===== config.mk =====
export PLATFORM = sky130hd
export DESIGN_NAME = rcr_top
export DESIGN_NICKNAME = d
export VERILOG_FILES = /design/src/rcr_pkg.sv /design/src/rcr_top.sv /design/src/rcr_channel.sv
export SDC_FILE = /design/constraint.sdc
export NUM_CORES = 1
export LEC_CHECK = 0
export BUFFER_PORTS_ARGS = -buffer_cell sky130_fd_sc_hd__buf_2
export CAP_MARGIN = 30
export CELL_PAD_IN_SITES_DETAIL_PLACEMENT = 1
export CELL_PAD_IN_SITES_GLOBAL_PLACEMENT = 2
export CORE_ASPECT_RATIO = 1.75
export CORE_MARGIN = 1.5
export CORE_UTILIZATION = 32
export CTS_CLUSTER_SIZE = 10
export DETAILED_ROUTE_END_ITERATION = 10
export GPL_ROUTABILITY_DRIVEN = 0
export PLACE_DENSITY = 0.84
export SLEW_MARGIN = 5
export SYNTH_ARGS = -nofsm -noshare
export SYNTH_HDL_FRONTEND = slang
export SYNTH_SLANG_ARGS = --single-unit
export TNS_END_PERCENT = 30

===== constraint.sdc =====
create_clock -name mclk -period 2.3 [get_ports mclk]
set_clock_uncertainty 0.05 [all_clocks]
set_input_delay 0.345 -clock mclk [delete_from_list [all_inputs] [get_ports mclk]]
set_output_delay 0.345 -clock mclk [all_outputs]
set_load 0.01 [all_outputs]

===== src/rcr_pkg.sv =====
// Constants, types and helpers of the regulator control register bank
// Assumes one clock, synchronous inputs and a byte-addressed Avalon-MM slave
// Behaviour
// - Code means 0.9 V plus 0.1 V steps, saturating
// - Bit 5 picks linear or switch mode
// - Bit 0, or bit 1 with GPIO1, enables
// - Bit 2 with GPIO2 high also enables
// - Bit 3 with GPIO3; all terms ORed
// - Enable bits 5:4 pick phase one to four
// - Standby entry reloads every register's reset value
// - Reset values are per-variant parameters
package rcr_pkg;
    localparam int RCR_NUM_REG = 4;
    localparam int RCR_FIELD_W = 6;
    localparam int RCR_RESET_W = RCR_NUM_REG * RCR_FIELD_W;
    // Highest code whose voltage stays within 3.6 V
    localparam logic [4:0] RCR_CODE_MAX = 5'h1B;

    // Register indices; byte address is four times the index
    localparam logic [5:0] RCR_IDX_REG3_VOLT = 6'h31;
    localparam logic [5:0] RCR_IDX_REG3_ENA = 6'h32;
    localparam logic [5:0] RCR_IDX_REG4_VOLT = 6'h33;
    localparam logic [5:0] RCR_IDX_REG4_ENA = 6'h34;
    localparam logic [5:0] RCR_IDX_REG5_VOLT = 6'h35;
    localparam logic [5:0] RCR_IDX_REG5_ENA = 6'h36;
    localparam logic [5:0] RCR_IDX_REG6_VOLT = 6'h37;
    localparam logic [5:0] RCR_IDX_REG6_ENA = 6'h38;
    localparam logic [5:0] RCR_IDX_STATUS = 6'h3F;

    // Default reset images, six bits per regulator, reg3 lowest
    localparam logic [RCR_RESET_W-1:0] RCR_VOLT_RESET_DEF = 24'h000000;
    localparam logic [RCR_RESET_W-1:0] RCR_ENA_RESET_DEF = 24'h000000;

    typedef struct packed {
        logic switch_mode;
        logic [4:0] code;
    } rcr_volt_t;

    typedef struct packed {
        logic [1:0] phase;
        logic gpio3_gate;
        logic gpio2_gate;
        logic gpio1_gate;
        logic force_on;
    } rcr_ena_t;

    typedef struct packed {
        logic regulator_on;
        logic switch_mode;
        logic [4:0] voltage_code;
        logic [3:0] phase;
    } rcr_out_t;

    typedef struct packed {
        logic hit;
        logic is_ena;
        logic is_status;
        logic [1:0] sel;
    } rcr_dec_t;

    typedef enum logic [0:0] {
        RCR_BUS_IDLE = 1'b0,
        RCR_BUS_ANSWER = 1'b1
    } rcr_bus_state_t;

    function automatic logic [4:0] rcr_sat_code(input logic [4:0] code);
        return (code > RCR_CODE_MAX) ? RCR_CODE_MAX : code;
    endfunction

    function automatic logic [3:0] rcr_phase_onehot(input logic [1:0] phase);
        return 4'h1 << phase;
    endfunction

    function automatic rcr_dec_t rcr_decode(input logic [5:0] idx);
        rcr_dec_t d;
        d = '0;
        d.hit = 1'b1;
        case (idx)
            RCR_IDX_REG3_VOLT: d.sel = 2'h0;
            RCR_IDX_REG3_ENA: begin d.sel = 2'h0; d.is_ena = 1'b1; end
            RCR_IDX_REG4_VOLT: d.sel = 2'h1;
            RCR_IDX_REG4_ENA: begin d.sel = 2'h1; d.is_ena = 1'b1; end
            RCR_IDX_REG5_VOLT: d.sel = 2'h2;
            RCR_IDX_REG5_ENA: begin d.sel = 2'h2; d.is_ena = 1'b1; end
            RCR_IDX_REG6_VOLT: d.sel = 2'h3;
            RCR_IDX_REG6_ENA: begin d.sel = 2'h3; d.is_ena = 1'b1; end
            RCR_IDX_STATUS: d.is_status = 1'b1;
            default: d.hit = 1'b0;
        endcase
        return d;
    endfunction
endpackage


===== src/rcr_top.sv =====
// Regulator control register bank with Avalon-MM slave and four channels
// Assumes synchronous GPIO levels and a one-cycle standby entry pulse
//
// Our own choice: the Avalon-MM interface to the registers.
module rcr_top import rcr_pkg::*; #(
    parameter logic [RCR_RESET_W-1:0] VOLT_RESET = RCR_VOLT_RESET_DEF,
    parameter logic [RCR_RESET_W-1:0] ENA_RESET = RCR_ENA_RESET_DEF
) (
    input wire logic mclk,
    input wire logic reset_n,
    input wire logic standby_entry,
    input wire logic [2:0] gpio_level,
    input wire logic [7:0] avs_address,
    input wire logic avs_read,
    input wire logic avs_write,
    input wire logic [31:0] avs_writedata,
    input wire logic [3:0] avs_byteenable,
    output logic [31:0] avs_readdata,
    output logic avs_waitrequest,
    output logic [4:0] reg3_voltage_code,
    output logic reg3_switch_mode,
    output logic reg3_on,
    output logic [3:0] reg3_phase_select,
    output logic [4:0] reg4_voltage_code,
    output logic reg4_switch_mode,
    output logic reg4_on,
    output logic [3:0] reg4_phase_select,
    output logic [4:0] reg5_voltage_code,
    output logic reg5_switch_mode,
    output logic reg5_on,
    output logic [3:0] reg5_phase_select,
    output logic [4:0] reg6_voltage_code,
    output logic reg6_switch_mode,
    output logic reg6_on,
    output logic [3:0] reg6_phase_select
);
    rcr_bus_state_t bus_state;
    rcr_bus_state_t next_bus_state;
    rcr_dec_t dec;
    rcr_volt_t volt [RCR_NUM_REG];
    rcr_ena_t ena [RCR_NUM_REG];
    rcr_out_t status [RCR_NUM_REG];
    logic [3:0] on_bits;
    logic bus_req;
    logic wr_fire;
    logic wr_volt;
    logic wr_ena;
    logic [31:0] next_readdata;
    logic [RCR_RESET_W-1:0] volt_image;
    logic [RCR_RESET_W-1:0] ena_image;

    // Bus request decode
    assign bus_req = avs_read | avs_write;
    assign dec = rcr_decode(avs_address[7:2]);
    assign wr_fire = avs_write & (bus_state == RCR_BUS_ANSWER) & avs_byteenable[0];
    assign wr_volt = wr_fire & dec.hit & !dec.is_ena & !dec.is_status;
    assign wr_ena = wr_fire & dec.hit & dec.is_ena;

    // One wait cycle per access
    assign avs_waitrequest = bus_req & (bus_state == RCR_BUS_IDLE);

    always_comb begin
        case (bus_state)
            RCR_BUS_IDLE: next_bus_state = bus_req ? RCR_BUS_ANSWER : RCR_BUS_IDLE;
            RCR_BUS_ANSWER: next_bus_state = RCR_BUS_IDLE;
            default: next_bus_state = RCR_BUS_IDLE;
        endcase
    end

    always_ff @(posedge mclk or negedge reset_n) begin
        if (!reset_n) begin
            bus_state <= RCR_BUS_IDLE;
        end else begin
            bus_state <= next_bus_state;
        end
    end

    // Read multiplexer, upper bits always zero
    always_comb begin
        next_readdata = 32'h0000_0000;
        if (dec.hit && dec.is_status) begin
            next_readdata[3:0] = on_bits;
        end else if (dec.hit && dec.is_ena) begin
            next_readdata[5:0] = ena[dec.sel];
        end else if (dec.hit) begin
            next_readdata[5:0] = volt[dec.sel];
        end
    end

    // Read data loaded in the wait cycle, held through the answer
    always_ff @(posedge mclk or negedge reset_n) begin
        if (!reset_n) begin
            avs_readdata <= 32'h0000_0000;
        end else if (avs_read && bus_state == RCR_BUS_IDLE) begin
            avs_readdata <= next_readdata;
        end
    end

    // Voltage-select registers
    always_ff @(posedge mclk or negedge reset_n) begin
        if (!reset_n) begin
            for (int i = 0; i < RCR_NUM_REG; i++) begin
                volt[i] <= rcr_volt_t'(VOLT_RESET[i*RCR_FIELD_W +: RCR_FIELD_W]);
            end
        end else if (standby_entry) begin
            for (int i = 0; i < RCR_NUM_REG; i++) begin
                volt[i] <= rcr_volt_t'(VOLT_RESET[i*RCR_FIELD_W +: RCR_FIELD_W]);
            end
        end else if (wr_volt) begin
            volt[dec.sel] <= rcr_volt_t'(avs_writedata[5:0]);
        end
    end

    // Enable registers
    always_ff @(posedge mclk or negedge reset_n) begin
        if (!reset_n) begin
            for (int i = 0; i < RCR_NUM_REG; i++) begin
                ena[i] <= rcr_ena_t'(ENA_RESET[i*RCR_FIELD_W +: RCR_FIELD_W]);
            end
        end else if (standby_entry) begin
            for (int i = 0; i < RCR_NUM_REG; i++) begin
                ena[i] <= rcr_ena_t'(ENA_RESET[i*RCR_FIELD_W +: RCR_FIELD_W]);
            end
        end else if (wr_ena) begin
            ena[dec.sel] <= rcr_ena_t'(avs_writedata[5:0]);
        end
    end

    // Per-regulator output stages
    genvar g;
    generate
        for (g = 0; g < RCR_NUM_REG; g++) begin : gen_chan
            rcr_channel u_chan (
                .mclk(mclk),
                .reset_n(reset_n),
                .volt(volt[g]),
                .ena(ena[g]),
                .gpio_level(gpio_level),
                .status(status[g])
            );
            assign on_bits[g] = status[g].regulator_on;
        end
    endgenerate

    assign reg3_voltage_code = status[0].voltage_code;
    assign reg3_switch_mode = status[0].switch_mode;
    assign reg3_on = status[0].regulator_on;
    assign reg3_phase_select = status[0].phase;
    assign reg4_voltage_code = status[1].voltage_code;
    assign reg4_switch_mode = status[1].switch_mode;
    assign reg4_on = status[1].regulator_on;
    assign reg4_phase_select = status[1].phase;
    assign reg5_voltage_code = status[2].voltage_code;
    assign reg5_switch_mode = status[2].switch_mode;
    assign reg5_on = status[2].regulator_on;
    assign reg5_phase_select = status[2].phase;
    assign reg6_voltage_code = status[3].voltage_code;
    assign reg6_switch_mode = status[3].switch_mode;
    assign reg6_on = status[3].regulator_on;
    assign reg6_phase_select = status[3].phase;

    // Packed views of both banks for the checks
    always_comb begin
        volt_image = '0;
        ena_image = '0;
        for (int i = 0; i < RCR_NUM_REG; i++) begin
            volt_image[i*RCR_FIELD_W +: RCR_FIELD_W] = volt[i];
            ena_image[i*RCR_FIELD_W +: RCR_FIELD_W] = ena[i];
        end
    end
endmodule


===== src/rcr_channel.sv =====
// One regulator's output stage: on condition, saturated code, phase
// Assumes gpio_level is synchronous to mclk
module rcr_channel import rcr_pkg::*; (
    input wire logic mclk,
    input wire logic reset_n,
    input rcr_volt_t volt,
    input rcr_ena_t ena,
    input wire logic [2:0] gpio_level,
    output rcr_out_t status
);
    logic next_on;
    logic regulator_on;
    logic switch_mode;
    logic [4:0] voltage_code;
    logic [3:0] phase;

    // One driver for the whole status word
    assign status = {regulator_on, switch_mode, voltage_code, phase};

    // Enabling terms
    always_comb begin
        next_on = ena.force_on
            | (ena.gpio1_gate & gpio_level[0])
            | (ena.gpio2_gate & gpio_level[1])
            | (ena.gpio3_gate & gpio_level[2]);
    end

    always_ff @(posedge mclk or negedge reset_n) begin
        if (!reset_n) begin
            regulator_on <= 1'b0;
        end else begin
            regulator_on <= next_on;
        end
    end

    always_ff @(posedge mclk or negedge reset_n) begin
        if (!reset_n) begin
            voltage_code <= 5'h00;
            switch_mode <= 1'b0;
        end else begin
            voltage_code <= rcr_sat_code(volt.code);
            switch_mode <= volt.switch_mode;
        end
    end

    always_ff @(posedge mclk or negedge reset_n) begin
        if (!reset_n) begin
            phase <= 4'h0;
        end else begin
            phase <= rcr_phase_onehot(ena.phase);
        end
    end
endmodule


==> flow_metrics.py, run 1 <==
metrics = {
    "run_status": {
        "status": "finished clean",
    },
    "power": {
        "pwr_density_cell_nw_per_um2": 677,
        "leakage_nw": 2.59,
        "vdd_drop_max_v": 0.000468,
    },
    "cts": {
        "postCtsSetupRepairBufs": 0,
        "clk_pin_slew_ps": 70,
        "cts_buffer_depth": 2,
        "clockRootBuffer": "clkbuf_16",
        "cts_tree": "yes",
        "htreeDepth": 3,
        "clk_latency_ps": 350,
        "numCtsBuffers": 9,
        "cts.sinks": 99,
    },
    "grt": {
        "grt_pass1_vias": 3556,
        "grt_pass1_wl_um": 18800,
        "grt_overflow_total": 0,
        "grt_usage": 0.168,
        "grt_max_degree": 49,
        "antenna_found_initial": 0,
    },
    "sta": {
        "drv_slew": 0,
        "fin_crit_sh": 0.845,
        "fmax_mhz": 515,
        "fin_worst_hold_slack_ps": 226,
        "rsz0062_at_grt": "false",
        "setup_viol": 0,
        "tightest_slew_ps": 923,
        "finalHoldViolCount": 0,
        "relSlewSlack": 0.385,
        "period_needed_ps": 1940,
    },
    "die": {
        "core_area_um2": 13800,
        "io_pins": 129,
        "fp.dieH_um": 159,
        "die_w_um": 92.3,
        "initial_core_util": 0.325,
        "die_area_um2": 14700,
        "rows": 57,
    },
    "critical_path": {
        "cp_top_family": "simple AND/OR/NAND/NOR gates",
        "path_cells": "buf_2, o31a_1, or3_1, and3_1, mux2i_1, nor2_1",
        "reg2reg_to": "avs_readdata[2]",
        "r2r_slack_ps": 450,
        "cp.required_ps": 2450,
        "reg2reg_depth": 5,
        "crit_path_start_kind": "primary input",
        "crit_end": "ena[19]",
        "crit_slowest_cell": "or3_1",
        "arrival_ps": 2090,
        "cp_max_fo": 14,
        "path_buf_inv": 1,
        "end_kind": "register",
        "cpPeakStageDelay_ps": 520,
        "reg2reg_from": "bus_state",
        "crit_type": "in -> reg",
        "cp.depth": 6,
        "critPathLaunch": "avs_address[3]",
    },
    "synthesis": {
        "netlist_top_cells_area": "dfrtp_1 55%, mux2i_1 6.7%, buf_4 5.0%",
        "synth_area_um2": 4470,
        "ys_seq_elements": 99,
        "synth_area_leader_cell": "dfrtp_1",
        "async_flop_share": 1.00,
        "ys.flop_type": "dfrtp_1",
        "synth_edf_count": 0,
        "synth_cells": 412,
        "postSynthAreaPerCell_um2": 10.8,
        "ys_types": 45,
        "yosysSeqAreaShare": 0.554,
        "synth_top_area_frac": 0.554,
        "yosysWarnings": 0,
    },
    "drt": {
        "drtAntennaViolNets": 0,
        "drtPass1Iterations": 4,
        "vias": 3301,
        "drt_iter0_drc": 152,
        "vias_per_cell": 5.06,
        "wire_per_inst_um": 18.1,
        "wl_um": 11800,
        "drcViolationCount": 0,
    },
    "final_layout": {
        "nets": 523,
        "post-route-util": 0.377,
        "area_delta_synth_final_pct": 16.2,
        "register_area_um2": 2480,
        "nFillCells": 1542,
        "multi_input_area_um2": 1730,
        "antenna_cells": 0,
        "drive_gt1_frac": 0.237,
    },
    "flow_run": {
        "cap_violations": 0,
    },
    "worst_hold_path": {
        "hold_depth": 3,
        "hold_class": "in -> reg",
    },
    "placed_design": {
        "dp_hpwl_um": 8680,
        "port_buffers": 71,
    },
}
-- state kept, by name (all words and copies together) (netlist names) --
name                          count
avs_readdata                      6
bus_state                         1
gen_chan.u_chan.voltage_code     20
gen_chan.u_chan.switch_mode       4
ena                              24
volt                             24
gen_chan.u_chan.phase            16
gen_chan.u_chan.regulator_on      4
-- repair_timing --
action,CTS,global route
resized for setup,0,0
hold buffers,1,0
hold endpoints to repair,45,0
-- metal layers --
metal / vias up / wire length [µm] / track usage
li1: 1505 / - / -
met4: 0 / 434 / 0.0839
met2: 104 / 6480 / 0.303
met3: 21 / 414 / 0.0282
met1: 1671 / 4490 / 0.185
met5: - / 0 / 0
-- layout make-up --
cell class	count	share of cell area
Clock inverter	7	0.0125
Multi-Input combinational cell	278	0.333
Timing Repair Buffer	83	0.0916
Sequential cell	99	0.477
Tap cell	177	0.0427
Clock buffer	9	0.0434
-- stage by stage --
step	area [µm²]	std cells	total power, mW	worst slack (ps)	TNS [ps]
2_1_floorplan	4560	437	1.97	456	0
3_3_place_gp	4890	636	2.06	34.2	0
3_5_place_dp	4890	636	2.06	-7.89	-12.4
4_1_cts	5190	653	3.55	361	0
5_1_grt	5190	653	3.64	254	0
6_report	5190	653	3.51	356	0
-- how the worst min path moves through the flow --
stage / startpoint / to
after global routing: gpio_level[2] / gen_chan[2].u_chan.regulator_on
after global placement: reset_n / gen_chan[0].u_chan.voltage_code[3]
after CTS: gpio_level[2] / gen_chan[2].u_chan.regulator_on
final: gpio_level[2] / gen_chan[2].u_chan.regulator_on
after detailed placement: reset_n / gen_chan[0].u_chan.voltage_code[3]
after floorplan: reset_n / avs_readdata[0]
-- cell usage after synthesis (all sizes together), types with 2 or more instances --
master	instances
a211oi	5
a21boi	4
a21oi	25
a221o	6
a221oi	6
a222oi	4
a22o	4
a22oi	4
and2	6
and3	2
and3b	2
buf	40
clkbuf	20
dfrtp	99
mux2i	30
nand2	29
nand2b	13
nand3	29
nor2	41
nor2b	11
nor3	7
nor3b	2
nor4	3
o21ai	3
o22ai	2
o31a	3
o31ai	2
or3	2
-- tightest hold or removal path, delay by kind of cell --
family	cells	cell delay (ps)
buf+inv	1	120
compound gates	1	70
simple gates	1	60
-- where the power goes --
group	internal, mW	leakage [nW]	switching, mW	total (mW)
Clock	0.765	0.141	0.719	1.48
Sequential	1.76	1.35	0.0146	1.77
Combinational	0.0782	1.09	0.181	0.259
-- cells by family (layout without fill, tap and decap cells) --
| family | count (synthesis) | in the layout | share of synthesized area |
|---|---|---|---|
| and+or+nand+nor | 152 | 152 | 0.179 |
| DFF | 99 | 99 | 0.554 |
| AOI/OAI and AO/OA | 69 | 69 | 0.116 |
| buffers and inverters | 60 | 99 | 0.0812 |
| muxes | 30 | 30 | 0.0672 |
| other | 1 | 26 | 0.000839 |
| xor gates and xnor gates | 1 | 1 | 0.00196 |
-- placed cells by master, fill, tap and decap left out, types with 10 or more instances in the layout --
cell      count
dfrtp_1      99
buf_2        70
nor2_1       41
mux2i_1      30
nand2_1      29
conb_1       26
nand3_1      25
a21oi_1      24
nand2b_1     13
nor2b_1      11
buf_4        10
(Power assumes the default switching activity.)
==> run 2: changes to the inputs <==
==> constraint.sdc (replaced) <==
create_clock -name mclk -period 2 [get_ports mclk]
set_clock_uncertainty 0.05 [all_clocks]
set_input_delay 0.3 -clock mclk [delete_from_list [all_inputs] [get_ports mclk]]
set_output_delay 0.3 -clock mclk [all_outputs]
set_load 0.01 [all_outputs]
==> flow_metrics.py, run 2 (synthesized netlist as in run 1, its figures left out) <==
metrics = {
    "final_layout": {
        "register_area_um2": 2480,
        "antenna_cells": 0,
        "multi_input_area_um2": 1730,
        "nets": 540,
        "drive_gt1_frac": 0.266,
        "top_regs": "ena (24), volt (24), gen_chan.u_chan.voltage_code (20)",
        "finalNonFillerCells": 670,
        "nFillCells": 1553,
        "layout_commonest_cell": "dfrtp_1",
        "area_delta_synth_final_pct": 19.3,
        "final_cell_mix": "99 x dfrtp_1, 70 x buf_2, 41 x nor2_1",
    },
    "die": {
        "core_area_um2": 13800,
        "initial_core_util": 0.325,
        "io_pins": 129,
        "die_w_um": 92.3,
        "rows": 57,
        "fp.dieH_um": 159,
        "die_area_um2": 14700,
    },
    "drt": {
        "drcViolationCount": 0,
        "vias": 3363,
        "wire_per_inst_um": 18.0,
        "drtAntennaViolNets": 0,
        "met3RoutedLength_um": 446,
        "wl_um": 12100,
        "drt_iter0_drc": 161,
        "vias_per_cell": 5.02,
        "topRoutingLayerUsed": "met4",
        "drtPass1Iterations": 4,
        "wl_met2_um": 6540,
        "wl_met1_um": 4610,
    },
    "placed_design": {
        "dp_hpwl_um": 9030,
        "dp.cells": 653,
        "dp_slack_ps": -228,
        "port_buffers": 71,
    },
    "cts": {
        "cts_tree": "yes",
        "clockRootBuffer": "clkbuf_16",
        "cts.sinks": 99,
        "clk_latency_ps": 350,
        "postCtsSetupRepairBufs": 0,
        "htreeDepth": 3,
        "numCtsBuffers": 9,
        "clk_pin_slew_ps": 80,
        "cts_buffer_depth": 2,
    },
    "sta": {
        "fmax_mhz": 539,
        "finalHoldViolCount": 0,
        "drv_slew": 0,
        "period_needed_ps": 1850,
        "tightest_slew_ps": 542,
        "fin_crit_sh": 0.927,
        "rsz0062_at_grt": "false",
        "setup_slack_ps": 146,
        "fin_worst_hold_slack_ps": 170,
        "setup_viol": 0,
        "relSlewSlack": 0.639,
    },
    "grt": {
        "grt_usage": 0.176,
        "grt_pass1_vias": 3642,
        "grt_overflow_total": 0,
        "grt_pass1_wl_um": 19700,
        "grt_max_degree": 53,
        "antenna_found_initial": 0,
    },
    "critical_path": {
        "cp_max_fo": 4,
        "cp.required_ps": 2170,
        "crit_type": "reg -> reg",
        "arrival_ps": 2020,
        "end_kind": "register",
        "crit_path_start_kind": "register",
    },
    "power": {
        "pwr_density_cell_nw_per_um2": 762,
        "vdd_drop_max_v": 0.000459,
        "leakage_nw": 2.67,
    },
    "flow_run": {
        "cap_violations": 0,
    },
    "worst_hold_path": {
        "hold_class": "in -> reg",
    },
    "run_status": {
        "status": "finished clean",
    },
}
[run 2: cell type report]
class                   count  area share
flip-flops and latches     99       0.464
multi-input cells         278       0.324
repair buffers            100       0.115
clock buffers               9      0.0422
well taps                 177      0.0415
clock inverters             7      0.0122
[run 2: through the flow]
| stage | total power, mW | instance area [µm²] | utilization | TNS [ps] |
|---|---|---|---|---|
| after floorplan | 2.27 | 4560 | - | 0 |
| after global placement | 2.39 | 5030 | 0.366 | -1750 |
| after detailed placement | 2.40 | 5030 | 0.366 | -3320 |
| after CTS | 4.10 | 5330 | 0.387 | 0 |
| after global routing | 4.21 | 5330 | 0.388 | 0 |
| final | 4.07 | 5330 | 0.388 | 0 |
[run 2: final timing paths]
| path | startpoint | endpoint | slack [ps] | depth (start not counted) |
|---|---|---|---|---|
| worst min-delay path | avs_write | bus_state | 170 | 3 |
| max in group asynchronous | reset_n | gen_chan[3].u_chan.voltage_code[1] | 950 | 3 |
| worst max-delay path | bus_state | avs_readdata[2] | 150 | 5 |
| worst max register to register | bus_state | avs_readdata[2] | 150 | 5 |
| min in group asynchronous | reset_n | bus_state | 320 | 2 |
| worst min register to register | volt[11] | gen_chan[2].u_chan.switch_mode | 370 | 0 |
[run 2: layer usage]
| layer | vias to the layer above | track usage |
|---|---|---|
| met1 | 1702 | 0.197 |
| li1 | 1530 | - |
| met3 | 23 | 0.0334 |
| met5 | - | 0 |
| met2 | 108 | 0.312 |
| met4 | 0 | 0.0902 |
[run 2: worst max-delay path, cell delays in order, from the launching register on]
cell	delay [ps]
dfrtp_1	410
nor2b_1	240
o21ai_0	240
a221o_1	330
a221oi_1	330
a211oi_2	120
[run 2: what timing repair did]
action | 4_1_cts | 5_1_grt
endpoints found under the setup margin | 0 | 1
hold endpoints to repair | 22 | 0
resized for setup | 0 | 1
hold buffers | 1 | 0
[run 2: power by group]
part           leakage, nW  total [mW]  switching [mW]  internal, mW
Sequential            1.35        2.04          0.0189          2.02
Clock                0.141        1.70           0.823         0.877
Combinational         1.18       0.327           0.216         0.111
